### src/lmc_pkg.sv
// constants and types shared by the line mode controller
package lmc_pkg;
   // clock and time base
   localparam int unsigned CLK_NS      = 10;
   localparam int unsigned MS_NS       = 1000000;
   localparam int unsigned MS_CYC      = MS_NS / CLK_NS;
   localparam int unsigned RING_HZ     = 25;
   localparam int unsigned RING_HALF_V = 1000 / (2 * RING_HZ);
   localparam logic [7:0]  RING_HALF_MS = RING_HALF_V[7:0];
   // zero crossings of sustained off-hook before ring trip (< 2 periods)
   localparam logic [1:0]  TRIP_ZC      = 2'h3;

   // register byte offsets
   localparam logic [4:0] FEED0_OFS   = 5'h00;
   localparam logic [4:0] FEED1_OFS   = 5'h04;
   localparam logic [4:0] EXT2_OFS    = 5'h08;
   localparam logic [4:0] SIG_OFS     = 5'h0c;
   localparam logic [4:0] MASK_OFS    = 5'h10;
   localparam logic [4:0] PERSIST_OFS = 5'h14;
   localparam logic [4:0] PIO_OFS     = 5'h18;
   localparam logic [4:0] STAT_OFS    = 5'h1c;

   // field positions
   localparam int FEED0_POL  = 7;
   localparam int FEED0_BB   = 6;
   localparam int FEED0_LAW  = 0;
   localparam int FEED1_KIND = 7;
   localparam int FEED1_TONE = 6;
   localparam int FEED1_METER_SLOPE_DISABLE = 5;
   localparam int EXT2_REXT  = 7;
   localparam int SIG_HOOK   = 0;
   localparam int SIG_RES    = 1;
   localparam int SIG_GNK    = 2;
   localparam int MB0        = 2;
   localparam int MB1        = 3;
   localparam int MB2        = 4;
   localparam int UP_IO2     = 7;
   localparam int UP_IO1     = 6;
   localparam int UP_IN1     = 5;
   localparam int UP_HOOK    = 4;
   localparam int UP_GNK     = 3;
   localparam int UP_SIGNALLING_SUMMARY_IRQ    = 2;

   // values after reset
   localparam logic [7:0] DUP_RST_MS = 8'h0a;
   localparam logic [7:0] GNK_RST_MS = 8'h14;
   localparam logic [2:0] MASK_RST   = 3'h7;
   localparam logic [7:0] UP_RST     = 8'h04;

   // ternary levels and {pin1,pin2} codes
   localparam logic [1:0] LVL_LOW  = 2'h0;
   localparam logic [1:0] LVL_MID  = 2'h1;
   localparam logic [1:0] LVL_HIGH = 2'h2;
   localparam logic [3:0] POWERDOWN_HIGH_Z_CODE = {LVL_LOW, LVL_LOW};
   localparam logic [3:0] POWERDOWN_RESISTIVE_CODE = {LVL_LOW, LVL_MID};
   localparam logic [3:0] ACT_CODE  = {LVL_HIGH, LVL_LOW};
   localparam logic [3:0] HIT_CODE  = {LVL_MID, LVL_HIGH};
   localparam logic [3:0] BB_CODE   = {LVL_MID, LVL_LOW};

   typedef enum logic [2:0] {
      MD_PD_HZ, MD_PD_RES, MD_ACTIVE, MD_ACT_METER,
      MD_GND_START, MD_RING_PAUSE, MD_RING_BURST
   } lmc_mode_t;
endpackage : lmc_pkg

### src/lmc_line_mode_ctrl.sv
// line mode controller: mode decode, line driver codes, ringing, debounce
module lmc_line_mode_ctrl #(
   parameter int unsigned TICK_CYC = lmc_pkg::MS_CYC
) (
   // clock and reset
   input  wire logic        core_clk,
   input  wire logic        sys_rst,
   // register bus
   input  wire logic [4:0]  avs_address,
   input  wire logic        avs_read,
   input  wire logic        avs_write,
   input  wire logic [31:0] avs_writedata,
   output logic [31:0]      avs_readdata,
   output logic             avs_waitrequest,
   // serial command link
   input  wire logic        link_clk,
   input  wire logic        link_fs,
   input  wire logic        link_dd,
   output logic             link_du_o,
   output logic             link_du_oe,
   // line supervision inputs
   input  wire logic        hook_raw,
   input  wire logic        gnd_key_raw,
   // line driver control
   output logic [1:0]       line_ctrl_pin1,
   output logic [1:0]       line_ctrl_pin2,
   output logic             polarity_rev,
   output logic             ac_loop_on,
   output logic             dc_loop_on,
   output logic             voice_loopback,
   output logic             ring_burst_on,
   output logic             mulaw_sel,
   output logic             teletax_on,
   output logic             meter_tone_sel,
   output logic             meter_slope_off,
   // digital pins
   input  wire logic        in1_pin,
   output logic             fixed_out_o,
   output logic             fixed_out_oe,
   input  wire logic        processor_io_pin1,
   input  wire logic        frontend_io_pin1_i,
   output logic             frontend_io_pin1_o,
   output logic             frontend_io_pin1_oe,
   input  wire logic        frontend_io_pin2_i,
   output logic             frontend_io_pin2_o,
   output logic             frontend_io_pin2_oe
);
   typedef lmc_pkg::lmc_mode_t lmc_md_t;

   function automatic lmc_md_t decode_mode(input logic [2:0] m);
      unique case (m)
         3'h7:    decode_mode = lmc_pkg::MD_PD_RES;
         3'h2:    decode_mode = lmc_pkg::MD_ACTIVE;
         3'h6:    decode_mode = lmc_pkg::MD_ACT_METER;
         3'h4:    decode_mode = lmc_pkg::MD_GND_START;
         3'h1:    decode_mode = lmc_pkg::MD_RING_PAUSE;
         3'h5:    decode_mode = lmc_pkg::MD_RING_BURST;
         default: decode_mode = lmc_pkg::MD_PD_HZ;
      endcase
   endfunction : decode_mode

   function automatic logic is_pd(input lmc_md_t m);
      is_pd = (m == lmc_pkg::MD_PD_HZ) || (m == lmc_pkg::MD_PD_RES);
   endfunction : is_pd

   function automatic logic is_ring(input lmc_md_t m);
      is_ring = (m == lmc_pkg::MD_RING_PAUSE) ||
                (m == lmc_pkg::MD_RING_BURST);
   endfunction : is_ring

   // synchronisers: {zc, io2, io1, in1, gnk, hook, dd, fs, lclk}
   logic [8:0] sync1_q, sync2_q;
   logic       lclk_d_q, zc_d_q;
   always_ff @(posedge core_clk or posedge sys_rst) begin
      if (sys_rst) begin
         sync1_q  <= '0;
         sync2_q  <= '0;
         lclk_d_q <= 1'b0;
         zc_d_q   <= 1'b0;
      end else begin
         sync1_q  <= {processor_io_pin1, frontend_io_pin2_i,
                      frontend_io_pin1_i, in1_pin, gnd_key_raw,
                      hook_raw, link_dd, link_fs, link_clk};
         sync2_q  <= sync1_q;
         lclk_d_q <= sync2_q[0];
         zc_d_q   <= sync2_q[8];
      end
   end
   wire lclk_rise = sync2_q[0] & ~lclk_d_q;
   wire lclk_fall = ~sync2_q[0] & lclk_d_q;
   wire fs_s = sync2_q[1];
   wire dd_s = sync2_q[2];
   wire hook_s = sync2_q[3];
   wire gnk_s = sync2_q[4];

   // configuration registers
   logic [7:0] feed0_q, feed1_q, ext2_q, dup_ms_q, gnk_ms_q;
   logic [2:0] mask_q, sig_q;
   logic [3:0] pio_q;   // {io2 oe, io1 oe, io2 val, io1 val}
   logic       fixed_val_q, sop_seen_q, signalling_summary_irq_q;
   logic [7:0] downstream_command_byte_q;

   // bus handshake: one wait cycle, then an answer cycle
   wire req    = avs_read | avs_write;
   wire take   = req & ~avs_waitrequest;
   wire wr_hit = avs_write & ~avs_waitrequest;
   wire rd_sig = avs_read & ~avs_waitrequest &
                 (avs_address == lmc_pkg::SIG_OFS);

   // register writes stay live in every mode, power down included
   always_ff @(posedge core_clk or posedge sys_rst) begin
      if (sys_rst) begin
         avs_waitrequest <= 1'b1;
         feed0_q     <= '0;
         feed1_q     <= '0;
         ext2_q      <= '0;
         mask_q      <= lmc_pkg::MASK_RST;
         dup_ms_q    <= lmc_pkg::DUP_RST_MS;
         gnk_ms_q    <= lmc_pkg::GNK_RST_MS;
         pio_q       <= '0;
         fixed_val_q <= 1'b0;
         sop_seen_q  <= 1'b0;
      end else begin
         avs_waitrequest <= ~(req & avs_waitrequest);
         if (wr_hit) begin
            unique case (avs_address)
               lmc_pkg::FEED0_OFS: feed0_q  <= avs_writedata[7:0];
               lmc_pkg::FEED1_OFS: feed1_q  <= avs_writedata[7:0];
               lmc_pkg::EXT2_OFS:  ext2_q   <= avs_writedata[7:0];
               lmc_pkg::MASK_OFS:  mask_q   <= avs_writedata[2:0];
               lmc_pkg::PERSIST_OFS: begin
                  dup_ms_q <= avs_writedata[7:0];
                  gnk_ms_q <= avs_writedata[15:8];
               end
               lmc_pkg::PIO_OFS: begin
                  pio_q       <= avs_writedata[3:0];
                  fixed_val_q <= avs_writedata[4];
                  sop_seen_q  <= 1'b1;
               end
               default: ;
            endcase
            if (avs_address == lmc_pkg::FEED0_OFS ||
                avs_address == lmc_pkg::FEED1_OFS ||
                avs_address == lmc_pkg::EXT2_OFS)
               sop_seen_q <= 1'b1;
         end
      end
   end

   // millisecond tick; slower rates run off this enable
   logic [31:0] tick_cnt_q;
   logic        tick_q;
   always_ff @(posedge core_clk or posedge sys_rst) begin
      if (sys_rst) begin
         tick_cnt_q <= '0;
         tick_q     <= 1'b0;
      end else begin
         tick_q     <= (tick_cnt_q == 32'(TICK_CYC - 1));
         tick_cnt_q <= tick_q ? '0 : tick_cnt_q + 32'h1;
      end
   end

   // serial link: byte msb first from frame sync, upstream on falls
   logic [6:0] dsh_q;
   logic [3:0] bit_q;
   logic [7:0] ush_q, up_byte;
   logic [3:0] ubit_q;
   always_ff @(posedge core_clk or posedge sys_rst) begin
      if (sys_rst) begin
         dsh_q      <= '0;
         bit_q      <= 4'h8;
         downstream_command_byte_q     <= '0;
         ush_q      <= '0;
         ubit_q     <= '0;
         link_du_o  <= 1'b0;
         link_du_oe <= 1'b0;
      end else begin
         if (lclk_rise) begin
            if (fs_s) begin
               dsh_q <= {6'h0, dd_s};
               bit_q <= 4'h1;
               ush_q <= up_byte;
               ubit_q <= 4'h8;
               link_du_oe <= 1'b1;
            end else if (bit_q < 4'h8) begin
               dsh_q <= {dsh_q[5:0], dd_s};
               bit_q <= bit_q + 4'h1;
               if (bit_q == 4'h7)
                  downstream_command_byte_q <= {dsh_q, dd_s};
            end
         end
         // upstream counts its own falls: the eighth one follows the
         // last downstream rise, so the bit counter cannot gate it
         if (lclk_fall && ubit_q != 4'h0) begin
            link_du_o <= ush_q[7];
            ush_q     <= {ush_q[6:0], 1'b0};
            ubit_q    <= ubit_q - 4'h1;
         end
      end
   end

   // mode tracking, ringing and ring trip
   wire     lmc_md_t mode_req = decode_mode({downstream_command_byte_q[lmc_pkg::MB2],
                              downstream_command_byte_q[lmc_pkg::MB1], downstream_command_byte_q[lmc_pkg::MB0]});
   logic    trip_q, ring_on_q, hook_q, gnk_q;
   lmc_md_t mode_q;
   wire     lmc_md_t mode_eff = trip_q ? lmc_pkg::MD_ACTIVE
                                       : mode_req;
   wire   ext_ring = ext2_q[lmc_pkg::EXT2_REXT];
   logic [7:0] ring_ms_q;
   logic [1:0] trip_zc_q;
   logic       zc;
   // internal ringer crossings come from a fixed half period
   always_comb begin
      if (ext_ring)
         zc = sync2_q[8] ^ zc_d_q;
      else
         zc = tick_q && ring_ms_q == lmc_pkg::RING_HALF_MS - 8'h1;
   end

   always_ff @(posedge core_clk or posedge sys_rst) begin
      if (sys_rst) begin
         ring_ms_q <= '0;
      end else if (tick_q) begin
         if (ring_ms_q == lmc_pkg::RING_HALF_MS - 8'h1)
            ring_ms_q <= '0;
         else
            ring_ms_q <= ring_ms_q + 8'h1;
      end
   end

   always_ff @(posedge core_clk or posedge sys_rst) begin
      if (sys_rst) begin
         mode_q    <= lmc_pkg::MD_PD_HZ;
         ring_on_q <= 1'b0;
         trip_q    <= 1'b0;
         trip_zc_q <= '0;
      end else begin
         mode_q <= mode_eff;
         if (!is_ring(mode_eff))
            ring_on_q <= 1'b0;
         else if (zc)
            ring_on_q <= (mode_eff == lmc_pkg::MD_RING_BURST);
         // trip holds until the controller leaves ringing itself
         if (!is_ring(mode_req)) begin
            trip_q    <= 1'b0;
            trip_zc_q <= '0;
         end else if (ring_on_q && !trip_q) begin
            if (!hook_s)
               trip_zc_q <= '0;
            else if (zc && trip_zc_q == lmc_pkg::TRIP_ZC - 2'h1)
               trip_q <= 1'b1;
            else if (zc)
               trip_zc_q <= trip_zc_q + 2'h1;
         end
      end
   end

   // loop polarity and feed events
   wire pol_next = feed0_q[lmc_pkg::FEED0_POL] ^
        (mode_eff == lmc_pkg::MD_ACT_METER &&
         feed1_q[lmc_pkg::FEED1_KIND]);
   wire bb_sel = feed0_q[lmc_pkg::FEED0_BB];
   logic bb_q;
   wire mode_evt = (mode_eff != mode_q) ||
        (pol_next != polarity_rev) || (bb_sel != bb_q) ||
        (is_ring(mode_eff) && zc &&
         ring_on_q != (mode_eff == lmc_pkg::MD_RING_BURST));

   // persistence counters
   function automatic logic [8:0] reload(input logic [7:0] ms,
                                         input logic dbl);
      reload = dbl ? {ms, 1'b0} : {1'b0, ms};
   endfunction : reload

   logic [8:0] hook_cnt_q, gnk_cnt_q;
   logic       hook_prev_q, gnk_prev_q;
   wire [7:0]  hook_ms = is_pd(mode_eff) ? gnk_ms_q : dup_ms_q;
   always_ff @(posedge core_clk or posedge sys_rst) begin
      if (sys_rst) begin
         hook_cnt_q  <= {1'b0, lmc_pkg::GNK_RST_MS};
         gnk_cnt_q   <= {1'b0, lmc_pkg::GNK_RST_MS};
         hook_prev_q <= 1'b0;
         gnk_prev_q  <= 1'b0;
         hook_q      <= 1'b0;
         gnk_q       <= 1'b0;
         bb_q        <= 1'b0;
      end else begin
         hook_prev_q <= hook_s;
         gnk_prev_q  <= gnk_s;
         bb_q        <= bb_sel;
         // a mode change freezes hook and doubles its countdown
         if (mode_evt)
            hook_cnt_q <= reload(hook_ms, 1'b1);
         else if (hook_s != hook_prev_q)
            hook_cnt_q <= reload(hook_ms, 1'b0);
         else if (tick_q) begin
            if (hook_cnt_q == '0) begin
               hook_q     <= hook_s;
               hook_cnt_q <= reload(hook_ms, 1'b0);
            end else
               hook_cnt_q <= hook_cnt_q - 9'h1;
         end
         if (is_pd(mode_eff)) begin
            gnk_q     <= 1'b0;
            gnk_cnt_q <= reload(gnk_ms_q, 1'b0);
         end else if (gnk_s != gnk_prev_q)
            gnk_cnt_q <= reload(gnk_ms_q, 1'b0);
         else if (tick_q) begin
            if (gnk_cnt_q == '0) begin
               gnk_q     <= gnk_s;
               gnk_cnt_q <= reload(gnk_ms_q, 1'b0);
            end else
               gnk_cnt_q <= gnk_cnt_q - 9'h1;
         end
      end
   end

   // signalling register and summary interrupt
   logic hook_seen_q, gnk_seen_q;
   wire  hook_tg = hook_q ^ hook_seen_q;
   wire  gnk_tg  = gnk_q ^ gnk_seen_q;
   wire  unmasked = (hook_tg & ~mask_q[lmc_pkg::SIG_HOOK]) |
                    (gnk_tg & ~mask_q[lmc_pkg::SIG_GNK]);
   always_ff @(posedge core_clk or posedge sys_rst) begin
      if (sys_rst) begin
         sig_q       <= 3'h2;
         signalling_summary_irq_q      <= 1'b1;
         hook_seen_q <= 1'b0;
         gnk_seen_q  <= 1'b0;
      end else begin
         hook_seen_q <= hook_q;
         gnk_seen_q  <= gnk_q;
         // a toggle in the clearing cycle survives the clear
         if (rd_sig)
            sig_q <= '0;
         if (hook_tg)
            sig_q[lmc_pkg::SIG_HOOK] <= 1'b1;
         if (gnk_tg)
            sig_q[lmc_pkg::SIG_GNK] <= 1'b1;
         if (unmasked)
            signalling_summary_irq_q <= 1'b1;
         else if (rd_sig)
            signalling_summary_irq_q <= 1'b0;
      end
   end

   // upstream status byte; pins that pio_q sets as outputs read back as 1
   always_comb begin
      up_byte = '0;
      up_byte[lmc_pkg::UP_IO2]  = pio_q[3] | sync2_q[7];
      up_byte[lmc_pkg::UP_IO1]  = pio_q[2] | sync2_q[6];
      up_byte[lmc_pkg::UP_IN1]  = sync2_q[5];
      up_byte[lmc_pkg::UP_HOOK] = hook_q;
      up_byte[lmc_pkg::UP_GNK]  = gnk_q;
      up_byte[lmc_pkg::UP_SIGNALLING_SUMMARY_IRQ] = signalling_summary_irq_q;
   end

   // read data, registered while waitrequest is high
   always_ff @(posedge core_clk or posedge sys_rst) begin
      if (sys_rst)
         avs_readdata <= '0;
      else if (avs_read && avs_waitrequest) begin
         unique case (avs_address)
            lmc_pkg::FEED0_OFS:   avs_readdata <= {24'h0, feed0_q};
            lmc_pkg::FEED1_OFS:   avs_readdata <= {24'h0, feed1_q};
            lmc_pkg::EXT2_OFS:    avs_readdata <= {24'h0, ext2_q};
            lmc_pkg::SIG_OFS:     avs_readdata <= {29'h0, sig_q};
            lmc_pkg::MASK_OFS:    avs_readdata <= {29'h0, mask_q};
            lmc_pkg::PERSIST_OFS:
               avs_readdata <= {16'h0, gnk_ms_q, dup_ms_q};
            lmc_pkg::PIO_OFS:
               avs_readdata <= {27'h0, fixed_val_q, pio_q};
            lmc_pkg::STAT_OFS:
               avs_readdata <= {11'h0, trip_q, ring_on_q,
                                downstream_command_byte_q, mode_q, up_byte};
            default:              avs_readdata <= '0;
         endcase
      end
   end

   // line driver and pin outputs
   logic [3:0] code;
   always_comb begin
      unique case (mode_eff)
         lmc_pkg::MD_PD_HZ:     code = lmc_pkg::POWERDOWN_HIGH_Z_CODE;
         lmc_pkg::MD_PD_RES:    code = lmc_pkg::POWERDOWN_RESISTIVE_CODE;
         lmc_pkg::MD_GND_START: code = lmc_pkg::HIT_CODE;
         lmc_pkg::MD_RING_PAUSE,
         lmc_pkg::MD_RING_BURST: code = lmc_pkg::BB_CODE;
         default: code = bb_sel ? lmc_pkg::BB_CODE
                                : lmc_pkg::ACT_CODE;
      endcase
   end

   always_ff @(posedge core_clk or posedge sys_rst) begin
      if (sys_rst) begin
         {line_ctrl_pin1, line_ctrl_pin2} <= lmc_pkg::POWERDOWN_HIGH_Z_CODE;
         polarity_rev    <= 1'b0;
         ac_loop_on      <= 1'b0;
         dc_loop_on      <= 1'b0;
         voice_loopback  <= 1'b1;
         ring_burst_on   <= 1'b0;
         mulaw_sel       <= 1'b0;
         teletax_on      <= 1'b0;
         meter_tone_sel  <= 1'b0;
         meter_slope_off <= 1'b0;
         fixed_out_o     <= 1'b0;
         fixed_out_oe    <= 1'b0;
         frontend_io_pin1_o  <= 1'b0;
         frontend_io_pin1_oe <= 1'b0;
         frontend_io_pin2_o  <= 1'b0;
         frontend_io_pin2_oe <= 1'b0;
      end else begin
         {line_ctrl_pin1, line_ctrl_pin2} <= code;
         polarity_rev   <= pol_next;
         ac_loop_on     <= !is_pd(mode_eff) && !is_ring(mode_eff);
         dc_loop_on     <= !is_pd(mode_eff) && !is_ring(mode_eff);
         voice_loopback <= is_pd(mode_eff) || is_ring(mode_eff);
         // burst drops with the line code when ringing is left
         ring_burst_on  <= ring_on_q && is_ring(mode_eff);
         mulaw_sel      <= feed0_q[lmc_pkg::FEED0_LAW];
         teletax_on     <= mode_eff == lmc_pkg::MD_ACT_METER &&
                           !feed1_q[lmc_pkg::FEED1_KIND];
         meter_tone_sel  <= feed1_q[lmc_pkg::FEED1_TONE];
         meter_slope_off <= feed1_q[lmc_pkg::FEED1_METER_SLOPE_DISABLE];
         fixed_out_o     <= fixed_val_q;
         fixed_out_oe    <= sop_seen_q;
         frontend_io_pin1_o  <= ext_ring ? ring_on_q : pio_q[0];
         frontend_io_pin1_oe <= ext_ring | pio_q[2];
         frontend_io_pin2_o  <= pio_q[1];
         frontend_io_pin2_oe <= pio_q[3];
      end
   end
endmodule : lmc_line_mode_ctrl

### config.mk
export PLATFORM = sky130hd
export DESIGN_NAME = lmc_line_mode_ctrl
export DESIGN_NICKNAME = d
export VERILOG_FILES = /design/src/lmc_pkg.sv /design/src/lmc_line_mode_ctrl.sv
export SDC_FILE = /design/constraint.sdc
export NUM_CORES = 1
export LEC_CHECK = 0
export ABC_AREA = 0
export BUFFER_PORTS_ARGS = -buffer_cell sky130_fd_sc_hd__buf_2
export CORE_ASPECT_RATIO = 1.25
export CORE_MARGIN = 1.5
export CORE_UTILIZATION = 25
export CTS_CLUSTER_DIAMETER = 50
export DETAILED_ROUTE_END_ITERATION = 6
export PLACE_DENSITY_LB_ADDON = 0.08
export SLEW_MARGIN = 20
export SYNTH_ARGS = -nofsm -noshare
export SYNTH_HDL_FRONTEND = slang
export SYNTH_SLANG_ARGS = --single-unit
### constraint.sdc
create_clock -name core_clk -period 11.8 [get_ports core_clk]
set_input_delay 0.59 -clock core_clk [delete_from_list [all_inputs] [get_ports core_clk]]
set_output_delay 0.59 -clock core_clk [all_outputs]
set_load 0.02 [all_outputs]
# == After elaboration in Yosys (flattened, before gate mapping) ==
# Cells that the tools add are included.
# classes
addsub,7
magnitude_cmp,1
n_eq_ne,37
mux,50
n_bitwise,26
n_reduce_logical,56
# ops
op,n
$pmux W21 S8,1
$mux W9,8
$mux W8,5
$add A32 B1 Y32 const B,1
$eq A32 B17 Y1 const B,1
$mux W32,1
$eq A3 B3 Y1 const B,9
$mux W4,6
$eq A5 B5 Y1 const B,4
$reduce_and A2 Y1,10
$logic_not A9 Y1,2
$mux W1,18
$pmux W3 S6,1
$reduce_bool A2 Y1,9
$sub A9 B1 Y9 const B,2
$pmux W4 S4,1
$mux W7,2
$logic_and A1 B1 Y1,11
$eq A5 B4 Y1 const B,2
$mux W2,5
$logic_or A1 B1 Y1,9
$not A1 Y1,9
$reduce_and A3 Y1,3
$add A8 B1 Y8 const B,1
other kinds (26),56
# totals
reg_bits,230
input_bits,50
out_inout_bits,54
wordCells,235

# == Logic depth before layout (Yosys ltp) ==
# depth
ltp_word,12
mapped_depth,10
ltp_nobuf,8

# == Worst setup path before layout ==
# OpenSTA, ideal clock, no wires.
# synth_path
path_kind,register to register
from,register gnk_cnt_q[0]
to,register gnk_cnt_q[0]
setup_time_ps,125
arrival_time_ps,1875
setup_slack_ps,9800
path_stages_with_launch,11
synth_period_minus_slack_ps,2000
cell_sequence,dfrtp_1 inv_1 ha_1 or3b_1 nor4_4 a21o_1 buf_4 buf_6 nor3_1 a31oi_1 o21ai_1
# synth_via
elab_chain_cells,5
elab_cells_between_ends,6
classes_between,add/sub (1); mux (4); reduce/logical (1)
# synth_lines
item,line_no,rtl
from (decl),lmc_line_mode_ctrl.sv:276,"logic [8:0] hook_cnt_q, gnk_cnt_q;"
from (signal assigned),lmc_line_mode_ctrl.sv:282,"gnk_cnt_q <= {1'b0, lmc_pkg::GNK_RST_MS};"
from (signal assigned),lmc_line_mode_ctrl.sv:306,"gnk_cnt_q <= reload(gnk_ms_q, 1'b0);"
from (signal assigned),lmc_line_mode_ctrl.sv:308,"gnk_cnt_q <= reload(gnk_ms_q, 1'b0);"
$sub A9 B1 Y9 or $logic_not A9 Y1 (tied branches),"lmc_line_mode_ctrl.sv:314, lmc_line_mode_ctrl.sv:310",
$mux W9 *,lmc_line_mode_ctrl.sv:310,if (gnk_cnt_q == '0) begin
$mux W9 *,lmc_line_mode_ctrl.sv:309,else if (tick_q) begin
$mux W9 *,lmc_line_mode_ctrl.sv:307,end else if (gnk_s != gnk_prev_q)
$mux W9 *,lmc_line_mode_ctrl.sv:304,if (is_pd(mode_eff)) begin
# Every way passes the cells marked *; elsewhere a longest branch is shown, timed or not. The select of a mux whose other input is x is not followed.
# A chain may end at the register's enable or synchronous reset.

# == Worst setup path in the final report ==
# layout_path
from,input avs_address[2]
to,register dup_ms_q[6]
# layout_via
elab_chain_cells,2
# layout_lines
item,line_no,rtl
from (decl),lmc_line_mode_ctrl.sv:9,"input wire logic [4:0] avs_address,"
$eq A5 B5 Y1,lmc_line_mode_ctrl.sv:126,unique case (avs_address)
$reduce_and A2 Y1 (no line),-,
to (signal assigned),lmc_line_mode_ctrl.sv:118,dup_ms_q <= lmc_pkg::DUP_RST_MS;
to (signal assigned),lmc_line_mode_ctrl.sv:132,dup_ms_q <= avs_writedata[7:0];
to (decl),lmc_line_mode_ctrl.sv:97,"logic [7:0] feed0_q, feed1_q, ext2_q, dup_ms_q, gnk_ms_q;"
# No other way between the ends.

==> results.md <==
- HPWL after DPL: 18,480 um
- Via count: 6,715
- Hold WC Path Type: in2async
- Non-Filler Instances: ~1,500
- Pwr dens: 183.4 nW/um^2
- Worst Path Class, Setup: in2reg
- Final instance area: 11,860 sq um
- Final nets: between 1,000 and 1,500
- Commonest non-fill, non-tap cell in the layout: dfrtp_1
- PostCTS Resize Cnt: 0
- Worst Setup End Kind: flop
- Core Area: roughly 39,000 sq um
- Antenna Cells: 0
- Status: finished clean
- Overall die width: ~180 um
- First-pass GRT wire length: 43,130 um
- I/O Buffers: 76
- Cell Area, Synth: 9906 sq um
- Crit path largest cell delay: 750 ps
- Fmax: 403.8 MHz
- Clk root buf: clkbuf_16
- CP max FO: 16
- H-tree levels: 2
- CP Data Arrival Time: 2870 ps
- IO Count: ~100
- Routed WL: about 27,000 um
- Cell depth of the worst setup path: 5
- Slew @ Worst Pin: between 900 and 1000 ps
- Sw power: 617.9 uW
- Hold Buf Count CTS: 0
- Crit-path slowest cell: and3_1
- Vias in the first global route: 7,210
- Rel. slew slack: 0.3686
- Part of the power in combinational logic: 0.130
- Fraction of layout cells with a size suffix above 1: 0.2467
- Final ANT Viol Nets: 0
- Starting Density: 0.2532
- Initial antenna violation count: 0
- Ys async rst share: 1.000
- Critical Path, Cell by Cell: buf_2, nor2b_1, and3_1, nand2_2, mux2_2
- CP top delay family: simple AND/OR/NAND/NOR gates
- Die area: 40,830 sq um
- Placer Congestion: 0.7555
- Clk_lat worst skew: 530 ps
- Syn Area/Cell: about 11 sq um
- WHS: roughly 150 ps
- Drt drc: 0
- Flops & latches, synth: about 220
- CTS tree: built
- Placed inst area: 10,730 sq um
- Clock power share: 0.457
- Pleak: 0.005413 uW
- DRT Pass-1 Iters: 4
- R2R cell count: 6
- Min Tclk post-route: 2476 ps
- Post-Route Skew: around 29 ps
- Synth area leaders: dfrtp_1 51%, mux2_2 6.3%, dfstp_2 4.2%, nand2_1 3.7%, nor2_1 2.3%
- Most used DFF post-synth: dfrtp_1
- GRT Resource Usage Total: 0.1373
- Pin count of the biggest net entering global routing: slightly above 80
- Design Power: 2175 uW
- Pins over their slew limit: 0
- Fin crit share: 0.2099
- DR WL/cell: about 18 um
- Int Pwr: 1557 uW
- Longest Clk Path Bufs: 3
- Fin. Hold Viols: 0
- Yosys cell types: 91
- Yosys warning total: 0
- Peak VDD IR: 99.80 uV
- Initial DRC count: 312
- Clk slew on worst S/H paths: 50 ps
- Setup TNS: 0 ps
- Grt ovf: 0
- Die H: 225.6 um
- Area grow syn2layout: 19.72%
- Post-synthesis sequential area ratio: 0.5502
- Clock sink total: 217
- Postcts setup bufs: 0
- Vias/cell: 4.528
- Num CTS Buffers: 35
- DP Cell Count: about 1,400
- RSZ-0062 raised after global routing: false
- Cells after synthesis: 877
- Synth area leader: dfrtp_1
- Top cell type's share of synthesized area: 0.5078
- MaxCap Viol Count: 0
- Sw Ratio: 0.2841
- Final setup viols: 0
- Post-synth EDFFs: 0
- Buf/Inv on CP: 1
- Rows: 81
- Most frequent cells in the layout: 201 x dfrtp_1, 96 x nand2_1, 76 x buf_2
- Fraction of power consumed by sequential logic: 0.413
- Worst setup SP type: primary input
- Required @ worst endpoint: 12,190 ps
-- metal layers --
layer	wire length [um]	share of wire	up-vias	track usage
li1	-	-	3259	-
met1	12020	0.44	3319	0.1699
met2	13440	0.50	94	0.2376
met3	997	0.037	43	0.02780
met4	671	0.025	0	0.04785
met5	0	0	-	0
-- final timing paths --
| path | startpoint | endpoint | slack (ps) |
|---|---|---|---|
| setup / recovery | avs_address[2] | dup_ms_q[6]$_DFFE_PP0P_ | 9320 |
| hold / removal | sys_rst | tick_cnt_q[3]$_DFF_PP0_ | 150 |
| setup reg to reg | trip_q$_DFFE_PP0P_ | hook_cnt_q[6]$_DFFE_PP0P_ | 9380 |
| hold reg to reg | sync1_q[5]$_DFF_PP0_ | sync2_q[5]$_DFF_PP0_ | 320 |
| max in group asynchronous | sys_rst | gnk_cnt_q[5]$_DFFE_PP0P_ | 10270 |
| min in group core_clk | link_clk | sync1_q[0]$_DFF_PP0_ | 170 |
-- synth_stat cells (10+ instances only) --
cell / n
nor2_1: 61
o21ai_1: 23
a21oi_1: 28
mux2_1: 10
mux2i_1: 13
nand2_1: 97
xor2_1: 26
dfrtp_1: 201
o21ai_0: 32
buf_4: 14
nor3_1: 17
dfstp_2: 16
mux2_2: 55
clkbuf_1: 15
xnor2_1: 19
inv_1: 15
a22oi_1: 15
nand3_1: 30
-- area by class of cell --
| cell class | count | area (sq um) |
|---|---|---|
| fillers | 4075 | 27260 |
| multi-input cells | 608 | 4170 |
| inverters | 16 | 67.56 |
| repair buffers | 81 | 417.9 |
| flip-flops and latches | 217 | 5450 |
| clock buffers | 46 | 968.4 |
| clock inverters | 17 | 161.4 |
| well taps | 498 | 623.1 |
-- metrics by stage --
stage          utilization  setup WS, ps
2_1_floorplan            -          5300
3_3_place_gp        0.2743          8740
3_5_place_dp        0.2743          8745
4_1_cts             0.3031          9286
5_1_grt             0.3031          9142
6_report            0.3031          9324
-- power by group through the flow --
| stage | Clock, uW | Combinational, uW | Sequential [uW] |
|---|---|---|---|
| floorplan | 0 | 213 | 895 |
| global placement | 0 | 288 | 911 |
| detailed placement | 0 | 287 | 911 |
| CTS | 1030 | 288 | 900 |
| global route | 1060 | 317 | 910 |
| finish | 995 | 282 | 898 |
-- state kept, by name (all words and copies together), names as in the netlist, 9 cells and up --
| signal | count |
|---|---|
| avs_readdata | 21 |
| sync1_q | 9 |
| hook_cnt_q | 9 |
| sync2_q | 9 |
| gnk_cnt_q | 9 |
| tick_cnt_q | 32 |
-- kinds of logic after synthesis --
| group | Yosys count | share of synthesized area |
|---|---|---|
| fa+ha+maj | 8 | 0.01011 |
| other cells | 1 | 0.0003786 |
| compound gates | 158 | 0.1080 |
| flops | 217 | 0.5502 |
| simple gates | 302 | 0.1609 |
| xor+xnor | 46 | 0.04219 |
| buf+inv | 62 | 0.03284 |
| mux | 83 | 0.09536 |
Power figures use the tool's default switching activity.
